### config.mk
export PLATFORM = sky130hd
export DESIGN_NAME = plg_top
export DESIGN_NICKNAME = d
export VERILOG_FILES = /design/src/plg_pkg.sv /design/src/plg_vmap.sv /design/src/plg_top.sv
export SDC_FILE = /design/constraint.sdc
export NUM_CORES = 2
export LEC_CHECK = 0
export BUFFER_PORTS_ARGS = -buffer_cell sky130_fd_sc_hd__buf_4
export CAP_MARGIN = 20
export CELL_PAD_IN_SITES_DETAIL_PLACEMENT = 0
export CELL_PAD_IN_SITES_GLOBAL_PLACEMENT = 1
export CORE_AREA = 2 2 298 373
export DETAILED_ROUTE_END_ITERATION = 16
export DIE_AREA = 0 0 300 375
export GPL_TIMING_DRIVEN = 1
export PLACE_DENSITY = 0.64
export SETUP_SLACK_MARGIN = 0.1
export SLEW_MARGIN = 0
export SYNTH_ARGS = -nofsm -noshare
export SYNTH_HDL_FRONTEND = slang
export SYNTH_SLANG_ARGS = --single-unit
export TNS_END_PERCENT = 50
### constraint.sdc
create_clock -name CORE_CLK -period 6.05 [get_ports CORE_CLK]
set_input_delay 0 -clock CORE_CLK [delete_from_list [all_inputs] [get_ports CORE_CLK]]
set_output_delay 0 -clock CORE_CLK [all_outputs]
set_load 0.01 [all_outputs]
### src/plg_pkg.sv
/*
  Constants for the partition label generator: exception levels, field
  widths, register layout positions and system-register encodings.
  Assumes the core supplies its current level and security state.
*/
// What this block does
// - Same labels at Secure and Non-secure levels
// - Secure state drives partition space low
// - Non-secure state drives partition space high
// - Labels come from current level's register
// - Translation also applies in Secure state
// - Never qualifier high with address-space low
// - Cross-state Secure label, Non-secure address allowed
// - Virtualization needs EL2 and supported flag
// - Trap EL1 id register reads when enabled
// - Separate map enables for app, guest
// - Up to eight map registers, EL2 writable
// - Virtual id indexes entry and valid bit
// - Out-of-range virtual id gets in-range replacement
// - Invalid entry falls to default, then physical
// - Host-in-EL2 redirects guest encoding to hypervisor
// - Alias encodings undefined at EL1 and EL0
// - Locked EL0 uses guest register; EL2/EL3 untranslated
// - Map register holds four 16-bit physical ids
// - One valid bit per implemented virtual id
package plg_pkg;
  // Exception levels
  localparam logic [1:0] EL0 = 2'h0;
  localparam logic [1:0] EL1 = 2'h1;
  localparam logic [1:0] EL2 = 2'h2;
  localparam logic [1:0] EL3 = 2'h3;
  // Field widths
  localparam int PID_W   = 16;
  localparam int PMG_W   = 8;
  localparam int MAPS    = 8;
  localparam int ENT_PER = 4;
  localparam int VID_W   = 5;
  // Label register layout: instruction id, data id, instr group, data group
  localparam int LBL_W   = 48;
  localparam int LBL_PI  = 0;
  localparam int LBL_PD  = 16;
  localparam int LBL_GI  = 32;
  localparam int LBL_GD  = 40;
  // Default virtual and physical partition ids
  localparam logic [4:0]  DEF_VID = 5'h00;
  localparam logic [15:0] DEF_PID = 16'h0000;
  // Register select codes
  localparam logic [3:0] SEL_APP   = 4'h0;
  localparam logic [3:0] SEL_GUEST = 4'h1;
  localparam logic [3:0] SEL_HYP   = 4'h2;
  localparam logic [3:0] SEL_MON   = 4'h3;
  localparam logic [3:0] SEL_VCTL  = 4'h4;
  localparam logic [3:0] SEL_VALID = 4'h5;
  localparam logic [3:0] SEL_MAP   = 4'h6;
  localparam logic [3:0] SEL_ID    = 4'h7;
  localparam logic [3:0] SEL_ALIAS = 4'h8;
  // Encoding fields of the guest label register
  localparam logic [2:0] ENC_OP1_EL1   = 3'h0;
  localparam logic [2:0] ENC_OP1_ALIAS = 3'h5;
  localparam logic [3:0] ENC_CRN       = 4'hA;
  localparam logic [3:0] ENC_CRM       = 4'h5;
  localparam logic [2:0] ENC_OP2       = 3'h0;
  // Virtualization control bit positions
  localparam int VC_APP_EN  = 0;
  localparam int VC_GST_EN  = 1;
  localparam int VC_LOCK    = 8;
  localparam int VC_IDTRAP  = 31;
  // Map register count minus one, reported by the id register
  localparam logic [2:0] MAP_CNT_MAX = 3'h7;
  // Virtualization support built in, reported in the id register
  localparam logic       VIRT_OK_HW  = 1'b1;
endpackage : plg_pkg

### src/plg_vmap.sv
/*
  Virtual-to-physical partition id mapper: entry array and valid bits.
  Assumes the caller qualifies the result with its own enable.
*/
`timescale 1ns/1ps
module plg_vmap #(
  parameter int PID_W = 16,           // Physical id width
  parameter int VID_W = 5             // Virtual id width
) (
  input  wire logic [VID_W-1:0]  vid,         // Virtual id
  input  wire logic [2:0]        cnt_max,     // Map register count minus one
  input  wire logic [4*PID_W*8-1:0] entries,  // All map entries
  input  wire logic [31:0]       valid,       // Valid bits
  output logic      [PID_W-1:0]  pid          // Physical id
);
  // Highest in-range virtual id, four per register plus three
  wire [VID_W-1:0] top_vid = {cnt_max, 2'b11};
  // Out-of-range ids fold onto the default entry
  wire [VID_W-1:0] eff_vid = (vid > top_vid) ? plg_pkg::DEF_VID : vid;
  wire             hit     = valid[eff_vid];
  wire             def_ok  = valid[plg_pkg::DEF_VID];
  wire [PID_W-1:0] e_pid   = entries[eff_vid*PID_W +: PID_W];
  wire [PID_W-1:0] d_pid   = entries[plg_pkg::DEF_VID*PID_W +: PID_W];
  // Indexed, then default entry, then default physical id
  assign pid = hit ? e_pid : (def_ok ? d_pid : plg_pkg::DEF_PID);
endmodule : plg_vmap

### src/plg_top.sv
/*
  Partition label generator: holds label, control, map and valid
  registers, serves system-register accesses and labels each request.
  Assumes the core gives level, security state and request strobe.
*/
`timescale 1ns/1ps
module plg_top #(
  parameter int MAPS = plg_pkg::MAPS  // Implemented map registers
) (
  input  wire logic        CORE_CLK,     // 20 MHz clock
  input  wire logic        RST,          // Sync reset, high
  input  wire logic [1:0]  CUR_EL,       // Current exception level
  input  wire logic        CUR_NS,       // Current state non-secure
  input  wire logic        EL2_EN,       // EL2 enabled in this state
  input  wire logic        HOST_IN_EL2,  // Host-in-EL2 flag
  input  wire logic        REQ_VALID,    // Memory request strobe
  input  wire logic        REQ_INSTR,    // Instruction access
  input  wire logic        REQ_ADDR_NS,  // Requested address space
  input  wire logic        SR_VALID,     // System register access
  input  wire logic        SR_WRITE,     // Write when high
  input  wire logic [2:0]  SR_OP1,       // Encoding op1
  input  wire logic [3:0]  SR_CRN,       // Encoding CRn
  input  wire logic [3:0]  SR_CRM,       // Encoding CRm
  input  wire logic [2:0]  SR_OP2,       // Encoding op2
  input  wire logic [3:0]  SR_SEL,       // Decoded register select
  input  wire logic [2:0]  SR_IDX,       // Map register index
  input  wire logic [63:0] SR_WDATA,     // Write data
  output logic [63:0]      SR_RDATA,     // Read data
  output logic             SR_UNDEF,     // Undefined instruction
  output logic             SR_TRAP_EL2,  // Trap to EL2
  output logic             OUT_VALID,    // Labelled request valid
  output logic [15:0]      OUT_PID,      // partition_id
  output logic [7:0]       OUT_PMG,      // perf_monitor_group
  output logic             OUT_PNS,      // partition_space_nonsecure
  output logic             OUT_ANS       // address_space_nonsecure
);
  localparam int PW = plg_pkg::PID_W;
  localparam int LW = plg_pkg::LBL_W;
  // Label registers per level
  logic [LW-1:0]   app_ff, guest_ff, hyp_ff, mon_ff;
  logic [31:0]     vctl_ff;         // Virtualization control
  logic [31:0]     valid_ff;        // Map valid bits
  logic [4*PW-1:0] map_ff [8];      // Map registers
  logic [4*PW*8-1:0] map_flat;      // Flattened map entries
  // Output holding registers
  logic            o_valid_ff, o_pns_ff, o_ans_ff, undef_ff, trap_ff;
  logic [15:0]     o_pid_ff;
  logic [7:0]      o_pmg_ff;
  logic [63:0]     rdata_ff;

  // Flatten map registers, unimplemented ones read as zero
  genvar gi;
  generate
    for (gi = 0; gi < 8; gi++)
    begin : g_flat
      assign map_flat[gi*4*PW +: 4*PW] = (gi < MAPS) ? map_ff[gi] : '0;
    end
  endgenerate

  // Virtualization offered only with EL2 on and support flag set
  wire virt_ok   = EL2_EN & plg_pkg::VIRT_OK_HW;
  wire lock      = vctl_ff[plg_pkg::VC_LOCK];
  wire app_en    = vctl_ff[plg_pkg::VC_APP_EN];
  wire gst_en    = vctl_ff[plg_pkg::VC_GST_EN];
  // Label register selection by level, same in both security states
  wire use_guest = (CUR_EL == plg_pkg::EL1) | ((CUR_EL == plg_pkg::EL0) & lock);
  wire [LW-1:0] sel_lbl = (CUR_EL == plg_pkg::EL3) ? mon_ff :
                          (CUR_EL == plg_pkg::EL2) ? hyp_ff :
                          use_guest ? guest_ff : app_ff;
  // Translation never at EL2 or EL3
  wire do_map = virt_ok & ~CUR_EL[1] & (use_guest ? gst_en : app_en);
  wire [PW-1:0] raw_pid = REQ_INSTR ? sel_lbl[plg_pkg::LBL_PI +: PW]
                                    : sel_lbl[plg_pkg::LBL_PD +: PW];
  wire [7:0]    raw_pmg = REQ_INSTR ? sel_lbl[plg_pkg::LBL_GI +: 8]
                                    : sel_lbl[plg_pkg::LBL_GD +: 8];
  wire [PW-1:0] map_pid;
  // Mapper lookup on the low virtual id bits
  plg_vmap #(.PID_W(PW), .VID_W(plg_pkg::VID_W)) u_vmap (
    .vid     (raw_pid[plg_pkg::VID_W-1:0]),
    .cnt_max (plg_pkg::MAP_CNT_MAX),
    .entries (map_flat),
    .valid   (valid_ff),
    .pid     (map_pid)
  );
  wire [PW-1:0] fin_pid = do_map ? map_pid : raw_pid;
  // Non-secure state cannot reach Secure addresses
  wire addr_ns = REQ_ADDR_NS | CUR_NS;

  // Encoding decode for aliasing
  wire enc_base  = (SR_CRN == plg_pkg::ENC_CRN) & (SR_CRM == plg_pkg::ENC_CRM)
                 & (SR_OP2 == plg_pkg::ENC_OP2);
  wire is_guest  = enc_base & (SR_OP1 == plg_pkg::ENC_OP1_EL1);
  wire is_alias  = (SR_SEL == plg_pkg::SEL_ALIAS);
  wire redirect  = HOST_IN_EL2 & (CUR_EL == plg_pkg::EL2) & is_guest;
  wire low_el    = ~CUR_EL[1];
  wire sr_undef  = SR_VALID & is_alias & low_el;
  wire sr_trap   = SR_VALID & ~SR_WRITE & (SR_SEL == plg_pkg::SEL_ID)
                 & (CUR_EL == plg_pkg::EL1) & vctl_ff[plg_pkg::VC_IDTRAP] & virt_ok;
  wire sr_ok     = SR_VALID & ~sr_undef & ~sr_trap;
  wire el2_up    = CUR_EL[1];
  // Effective target after aliasing; alias reaches guest register
  wire [3:0] eff_sel = redirect ? plg_pkg::SEL_HYP :
                       is_alias ? plg_pkg::SEL_GUEST : SR_SEL;
  wire wr = sr_ok & SR_WRITE;
  // Hypervisor-only registers need EL2 or above
  wire wr_app   = wr & (eff_sel == plg_pkg::SEL_APP);
  wire wr_guest = wr & (eff_sel == plg_pkg::SEL_GUEST);
  wire wr_hyp   = wr & (eff_sel == plg_pkg::SEL_HYP) & el2_up;
  wire wr_mon   = wr & (eff_sel == plg_pkg::SEL_MON) & (CUR_EL == plg_pkg::EL3);
  wire wr_vctl  = wr & (eff_sel == plg_pkg::SEL_VCTL) & el2_up;
  wire wr_valid = wr & (eff_sel == plg_pkg::SEL_VALID) & el2_up;
  wire wr_map   = wr & (eff_sel == plg_pkg::SEL_MAP) & el2_up & (32'(SR_IDX) < MAPS);
  // Read mux
  logic [63:0] rd_mux;
  always_comb
  begin
    rd_mux = '0;
    case (eff_sel)
      plg_pkg::SEL_APP:   rd_mux = 64'(app_ff);
      plg_pkg::SEL_GUEST: rd_mux = 64'(guest_ff);
      plg_pkg::SEL_HYP:   rd_mux = 64'(hyp_ff);
      plg_pkg::SEL_MON:   rd_mux = 64'(mon_ff);
      plg_pkg::SEL_VCTL:  rd_mux = 64'(vctl_ff);
      plg_pkg::SEL_VALID: rd_mux = 64'(valid_ff);
      plg_pkg::SEL_MAP:   rd_mux = map_flat[SR_IDX*4*PW +: 4*PW];
      plg_pkg::SEL_ID:    rd_mux = {59'h0, plg_pkg::MAP_CNT_MAX, 2'h0} | 64'(plg_pkg::VIRT_OK_HW);
      default:            rd_mux = '0;
    endcase
  end

  // Register writes
  always_ff @(posedge CORE_CLK)
  begin
    if (RST)
    begin
      app_ff   <= '0;
      guest_ff <= '0;
      hyp_ff   <= '0;
      mon_ff   <= '0;
      vctl_ff  <= '0;
      valid_ff <= '0;
    end
    else
    begin
      if (wr_app)   app_ff   <= SR_WDATA[LW-1:0];
      if (wr_guest) guest_ff <= SR_WDATA[LW-1:0];
      if (wr_hyp)   hyp_ff   <= SR_WDATA[LW-1:0];
      if (wr_mon)   mon_ff   <= SR_WDATA[LW-1:0];
      if (wr_vctl)  vctl_ff  <= SR_WDATA[31:0];
      if (wr_valid) valid_ff <= SR_WDATA[31:0] & {{(32-4*8){1'b0}}, {(4*8){1'b1}}};
    end
  end

  // Map register array
  always_ff @(posedge CORE_CLK)
  begin
    if (RST)
      for (int i = 0; i < 8; i++) map_ff[i] <= '0;
    else if (wr_map)
      map_ff[SR_IDX] <= SR_WDATA;
  end

  // Registered request labels, one per accepted request
  always_ff @(posedge CORE_CLK)
  begin
    if (RST)
    begin
      o_valid_ff <= 1'b0;
      o_pid_ff   <= '0;
      o_pmg_ff   <= '0;
      o_pns_ff   <= 1'b0;
      o_ans_ff   <= 1'b0;
    end
    else
    begin
      o_valid_ff <= REQ_VALID;
      if (REQ_VALID)
      begin
        o_pid_ff <= fin_pid;
        o_pmg_ff <= raw_pmg;
        o_pns_ff <= CUR_NS;
        o_ans_ff <= addr_ns;
      end
    end
  end

  // Access answer
  always_ff @(posedge CORE_CLK)
  begin
    if (RST)
    begin
      undef_ff <= 1'b0;
      trap_ff  <= 1'b0;
      rdata_ff <= '0;
    end
    else
    begin
      undef_ff <= sr_undef;
      trap_ff  <= sr_trap;
      rdata_ff <= (sr_ok & ~SR_WRITE) ? rd_mux : '0;
    end
  end

  assign OUT_VALID   = o_valid_ff;
  assign OUT_PID     = o_pid_ff;
  assign OUT_PMG     = o_pmg_ff;
  assign OUT_PNS     = o_pns_ff;
  assign OUT_ANS     = o_ans_ff;
  assign SR_RDATA    = rdata_ff;
  assign SR_UNDEF    = undef_ff;
  assign SR_TRAP_EL2 = trap_ff;

  // Checks
  a_pns_secure: assert property (@(posedge CORE_CLK) disable iff (RST)
    REQ_VALID & ~CUR_NS |=> ~OUT_PNS) else $error("secure request not low");
  a_pns_nonsec: assert property (@(posedge CORE_CLK) disable iff (RST)
    REQ_VALID & CUR_NS |=> OUT_PNS) else $error("nonsecure request not high");
  a_no_illegal: assert property (@(posedge CORE_CLK) disable iff (RST)
    OUT_VALID |-> !(OUT_PNS & ~OUT_ANS)) else $error("illegal space pairing");
  a_cross_kept: assert property (@(posedge CORE_CLK) disable iff (RST)
    REQ_VALID & ~CUR_NS & REQ_ADDR_NS |=> OUT_ANS & ~OUT_PNS) else $error("cross lost");
  a_hyp_untrans: assert property (@(posedge CORE_CLK) disable iff (RST)
    REQ_VALID & (CUR_EL == plg_pkg::EL2) & ~REQ_INSTR
    |=> OUT_PID == $past(hyp_ff[plg_pkg::LBL_PD +: 16])) else $error("hyp label mapped");
  a_alias_undef: assert property (@(posedge CORE_CLK) disable iff (RST)
    SR_VALID & (SR_SEL == plg_pkg::SEL_ALIAS) & ~CUR_EL[1] |=> SR_UNDEF) else $error("alias allowed");
  a_id_trap: assert property (@(posedge CORE_CLK) disable iff (RST)
    SR_TRAP_EL2 |-> $past(CUR_EL) == plg_pkg::EL1) else $error("trap wrong level");
  a_redirect: assert property (@(posedge CORE_CLK) disable iff (RST)
    SR_VALID & SR_WRITE & redirect & ~is_alias |=> hyp_ff == $past(SR_WDATA[LW-1:0])) else $error("no redirect");
  a_flat_map: assert property (@(posedge CORE_CLK) disable iff (RST)
    REQ_VALID & ~do_map |=> OUT_PID == $past(raw_pid)) else $error("unmapped changed");
  a_same_lbl: assert property (@(posedge CORE_CLK) disable iff (RST)
    REQ_VALID |=> OUT_PMG == $past(raw_pmg)) else $error("group differs");
endmodule : plg_top

Yosys cells after proc, flatten, opt, wreduce, memory -nomap -nowiden
Memory sizes are Yosys's and may differ from the RTL's.
Index checks and enable logic that the tools add are counted.
{"block": "op_classes", "magnitude_cmp": 2, "n_eq_ne": 14, "shifts": 2, "muxes": 23, "n_bitwise": 38, "reduce_logical": 6}
{"operator": "$pmux 64 s8", "n": 1}
{"operator": "$shiftx 512x10->16", "n": 1}
{"operator": "$shiftx 512x10->64", "n": 1}
{"operator": "$mux 48", "n": 3}
{"operator": "$mux 16", "n": 4}
{"operator": "$mux 64", "n": 1}
{"operator": "$reduce_or 64->1", "n": 1}
{"operator": "$and 1x1->1", "n": 31}
{"operator": "$eq 4x3->1 const B", "n": 6}
{"operator": "$eq 4x2->1 const B", "n": 2}
{"operator": "$eq 4x4->1 const B", "n": 2}
{"operator": "$mux 1", "n": 8}
{"operator": "$mux 4", "n": 2}
{"operator": "$mux 8", "n": 1}
{"operator": "$logic_not 3->1", "n": 2}
{"operator": "$lt 5x6->1 const B", "n": 1}
{"operator": "$bmux 1 s5", "n": 1}
{"operator": "$gt 5x5->1 const B", "n": 1}
{"operator": "$mux 5", "n": 1}
{"operator": "$not 1->1", "n": 5}
{"operator": "$eq 2x2->1 const B", "n": 2}
{"operator": "$eq 4x1->1 const B", "n": 1}
{"operator": "$logic_not 4->1", "n": 1}
{"operator": "$mux 3", "n": 1}
{"operator": "other kinds (4)", "n": 5}
{"block": "word_totals", "regBits": 349, "ramBits": 512, "input_bits": 97, "output_inout_bits": 93, "wordCells": 100, "memories": 1}
{"name": "map_ff", "words": 8, "width": 64, "rd": 8, "rd_ports_with_merged_regs": 0, "write_ports": 8, "line": "plg_top.sv:43", "rtl": "logic [4*PW-1:0] map_ff [8];"}

Longest topological paths before layout
{"block": "depth", "depth_word": 16, "depth_mapped": 15, "mapped_depth_nobuf": 9}

Modules after synthesis
From an unflattened synthesis, not the netlist that was laid out.
{"block": "unflattened", "hier_cells": 4169, "area_unflattened_um2": 44267.5}
{"module": "plg_top", "instances": 1, "cells_each": 3195, "area_per_inst_um2": 38047.7}
{"module": "plg_vmap", "instances": 1, "cells_each": 974, "area_per_inst_um2": 6219.7}

Worst setup path after synthesis
No wires, ideal clock.
{"block": "synth_path", "path_kind": "reg-to-reg", "from": "reg vctl_ff[8]", "to": "reg o_pid_ff[0] (netlist: OUT_PID[0])", "setup_time_ns": 0.122, "arrival_ns": 2.646, "slack_ns": 3.282, "stages_incl_launch_ff": 14, "n_path_buf": 6, "synth_period_minus_slack_ns": 2.768, "path_cell_list": "dfxtp_1 buf_2 nor2_2 mux2i_1 o221a_2 buf_2 buf_6 buf_2 buf_2 buf_2 o21ai_0 nand3_1 nand4_1 a311o_1"}
{"block": "synth_between", "elab_chain_cells": 12, "word_cells_on_any_way": 15}
{"element": "from (decl)", "line": "plg_top.sv:41", "rtl": "logic [31:0] vctl_ff;"}
{"element": "from (signal assigned)", "line": "plg_top.sv:149", "rtl": "if (wr_vctl) vctl_ff <= SR_WDATA[31:0];"}
{"element": "$and 1x1->1 *", "line": "plg_top.sv:66", "rtl": "wire use_guest = (CUR_EL == plg_pkg::EL1) | ((CUR_EL == plg_pkg::EL0) & lock);"}
{"element": "$or 1x1->1 *", "line": "plg_top.sv:66"}
{"element": "branches (longest 9 deep; another with $gt 5x5->1)"}
{"element": "$mux 16 *", "line": "plg_top.sv:85", "rtl": "wire [PW-1:0] fin_pid = do_map ? map_pid : raw_pid;"}
{"element": "to (signal assigned)", "line": "plg_top.sv:179", "rtl": "o_pid_ff <= fin_pid;"}
{"element": "to (decl)", "line": "plg_top.sv:47", "rtl": "logic [15:0] o_pid_ff;"}
Every way passes the cells marked *. The select of a mux whose other input is x is not followed.
A chain may end at the register's enable or synchronous reset.

Final worst setup path
Ends and elaborated chain as after synthesis.

==> results.yml <==
power:
  p_leak_nw: 18.0
  powerDensity_nw_per_um2: 276
  ir_drop_v: 0.000200
job:
  cap_violations: 0
synthesis:
  synth_nets: 4330
  ys.flop_type: "edfxtp_1"
  synth_edf_count: 512
  syn_inst: 4233
  mappedNetlistArea_um2: 43300
  ys_warn_count: 0
  synth_cell_types: 75
  synth_area_per_cell_um2: 10.2
  seq_area_frac_synth: 0.516
  async_reset_ff_frac: 0
  ys_seq_elements: 861
clock_tree:
  htreeDepth: 3
  cts_sinks: 861
  clkTransAtPathRegs_ns: 0.06
  cts_made_buffers: 93
  cts_tree: "yes"
  cts_resized: 0
  cts_root_buf: "clkbuf_16"
  clockBufferDepth: 3
  cts_hold_buf: 79
  cts_setup_buffers: 0
  insertion_delay_ns: 0.71
global_routing:
  antenna_found_initial: 11
  overflow: 0
  grt_pass1_vias: 33468
  grt_max_degree: 183
  grt_usage: 0.303
  grt_pass1_wl_mm: 247
floorplan:
  floorplan.die_area_um2: 113000
  initial_utilization: 0.397
  num_rows: 136
  die_h_um: 375
  design.core.area_um2: 109000
  die_w_um: 300
  pin_count: 190
critical_path:
  crit_path_start: "vctl_ff[8]"
  worst_path_largest_cell_delay_ns: 0.61
  cp_cell_sequence: "nor2_4, mux2i_1, o221a_4, nand2_1, o22ai_1, nor2_1, a221oi_4, buf_4, a221oi_1, a311o_1"
  cp_slowest_cell: "nor2_4"
  end_kind: "flip-flop"
  required_ns: 6.63
  cp-start-kind: "flip-flop"
  r2r-start: "vctl_ff[8]"
  arrival_ns: 4.89
  cp_max_fo: 21
  worst-setup-path-type: "flip-flop to flip-flop"
sta:
  setup-violations-final: 0
  slew_headroom: 0.264
  rsz0062_at_grt: "no"
  worst_slew_pin_slew_ns: 1.10
  clock_skew_ns: 0.0278
  hold_viol_final: 0
  period_needed_ns: 4.31
  setup_tns_ns: 0
  max_freq_mhz: 232
  fin_crit_sh: 0.713
  maxSlewViolCount: 0
place:
  port_buffers: 189
  place_area_um2: 45700
  dp_hpwl_mm: 111
  gp_congestion: 0.880
route:
  wl_per_cell_um: 29.8
  drt_iter0_drc: 4465
  ant_nets: 0
  drt-pass1-iter-count: 8
  remaining_drc_errors: 0
  via_per_inst: 5.96
  wirelength_mm: 173
  vias: 34681
layout:
  layout-drive-gt1-share: 0.151
  area_growth_pct: 14.9
  nNetsFinal: 4381
  final_area_um2: 49800
min_path:
  holdCritPathClass: "input port to flip-flop"
  min_from: "CUR_EL[0]"
status:
  status: "finished, final reports clean"
## final cells by class
cell class                 count  area (um2)
fill                       10353       59500
timing repair buffer         357        2930
inverter                      11        41.3
clock inverter                43         472
clock buffer                 133        2780
antenna                        4        10.0
multi-input combinational   2960       19400
sequential                   861       22400
tap                         1449        1810
## through the flow
| step | utilization | hold WS [ns] | cells | setup WS, ns | total power [mW] |
|---|---|---|---|---|---|
| 4_1_cts | 0.456 | 0.0590 | 5814 | 1.81 | 13.8 |
| 3_3_place_gp | 0.419 | 0.267 | 5559 | 1.77 | 7.71 |
| 6_report | 0.456 | 0.0932 | 5818 | 1.74 | 13.8 |
| 2_1_floorplan | - | 0.136 | 4233 | 3.28 | 7.17 |
| 5_1_grt | 0.456 | 0.128 | 5814 | 1.64 | 14.1 |
| 3_5_place_dp | 0.419 | 0.285 | 5559 | 1.66 | 7.71 |
## synth_stat cells, types with 43 or more instances
cell type  instances  area share
nand2_1          961       0.083
and2_1           519       0.075
edfxtp_1         512        0.35
dfxtp_1          349        0.16
a21oi_1          328       0.038
clkbuf_1         291       0.025
mux2i_1          260       0.060
mux4_2           131       0.068
nand3_1          126       0.015
o21ai_0           99       0.011
a31oi_1           64      0.0092
nor2_1            62      0.0054
a22oi_1           49      0.0085
a222oi_1          46       0.011
buf_1             45      0.0039
buf_2             43      0.0050
## power by group
part           leakage [nW]  internal [mW]  switching [mW]  total (mW)
clock                  1.59           3.55            2.56        6.12
sequential             7.67           6.39           0.133        6.53
combinational          8.74          0.375           0.740        1.11
total                  18.0           10.3            3.44        13.8
## flip-flops by register name (all words and copies together), names as in the netlist
name / flops
mon_ff: 48
OUT_PMG: 8
OUT_ANS: 1
OUT_VALID: 1
OUT_PID: 16
hyp_ff: 48
SR_RDATA: 64
app_ff: 48
valid_ff: 32
guest_ff: 48
SR_TRAP_EL2: 1
OUT_PNS: 1
vctl_ff: 32
map_ff: 512
SR_UNDEF: 1
## layout by cell type (no fill, tap or decap), types with 14 or more instances in the layout
cell and n:
nand2_1 958, and2_1 516, edfxtp_1 512, dfxtp_1 349, a21oi_1 328, buf_4 273
mux2i_1 259, mux4_2 131, nand3_1 126, clkbuf_16 100, o21ai_0 99, dlygate4sd3_1 79
a31oi_1 64, nor2_1 51, a22oi_1 49, a222oi_1 46, a221oi_1 37, and3_1 28
a211oi_1 28, mux2_2 26, nor3_1 17, clkbuf_1 17, clkbuf_8 15, nand4_1 14
## final timing paths
check | endpoint | slack [ns] | cells past startpoint
min | OUT_PMG[6] | 0.09 | 4
min reg2reg | vctl_ff[14] | 0.45 | 2
max reg2reg | OUT_PID[0] | 1.74 | 10
max | OUT_PID[0] | 1.74 | 10
## worst max-delay path, delay by kind of cell (launching register included)
family	cells	cell delay (ns)
AOI/OAI and AO/OA	5	1.78
and+or+nand+nor	3	1.13
muxes	1	0.45
buffers and inverters	1	0.42
DFF	1	0.40
## cell families after synthesis
group,synth area share
buf+inv,0.0407
mux,0.136
xor+xnor,0.000202
simple gates,0.198
compound gates,0.109
flops,0.516
## layer usage
metal | track usage | wire (um) | vias to the layer above
li1 | - | - | 15253
met1 | 0.407 | 71300 | 17398
met2 | 0.487 | 80700 | 1720
met3 | 0.0519 | 14700 | 304
met4 | 0.117 | 6700 | 6
met5 | 0 | 35 | -
(Power assumes the default switching activity.)
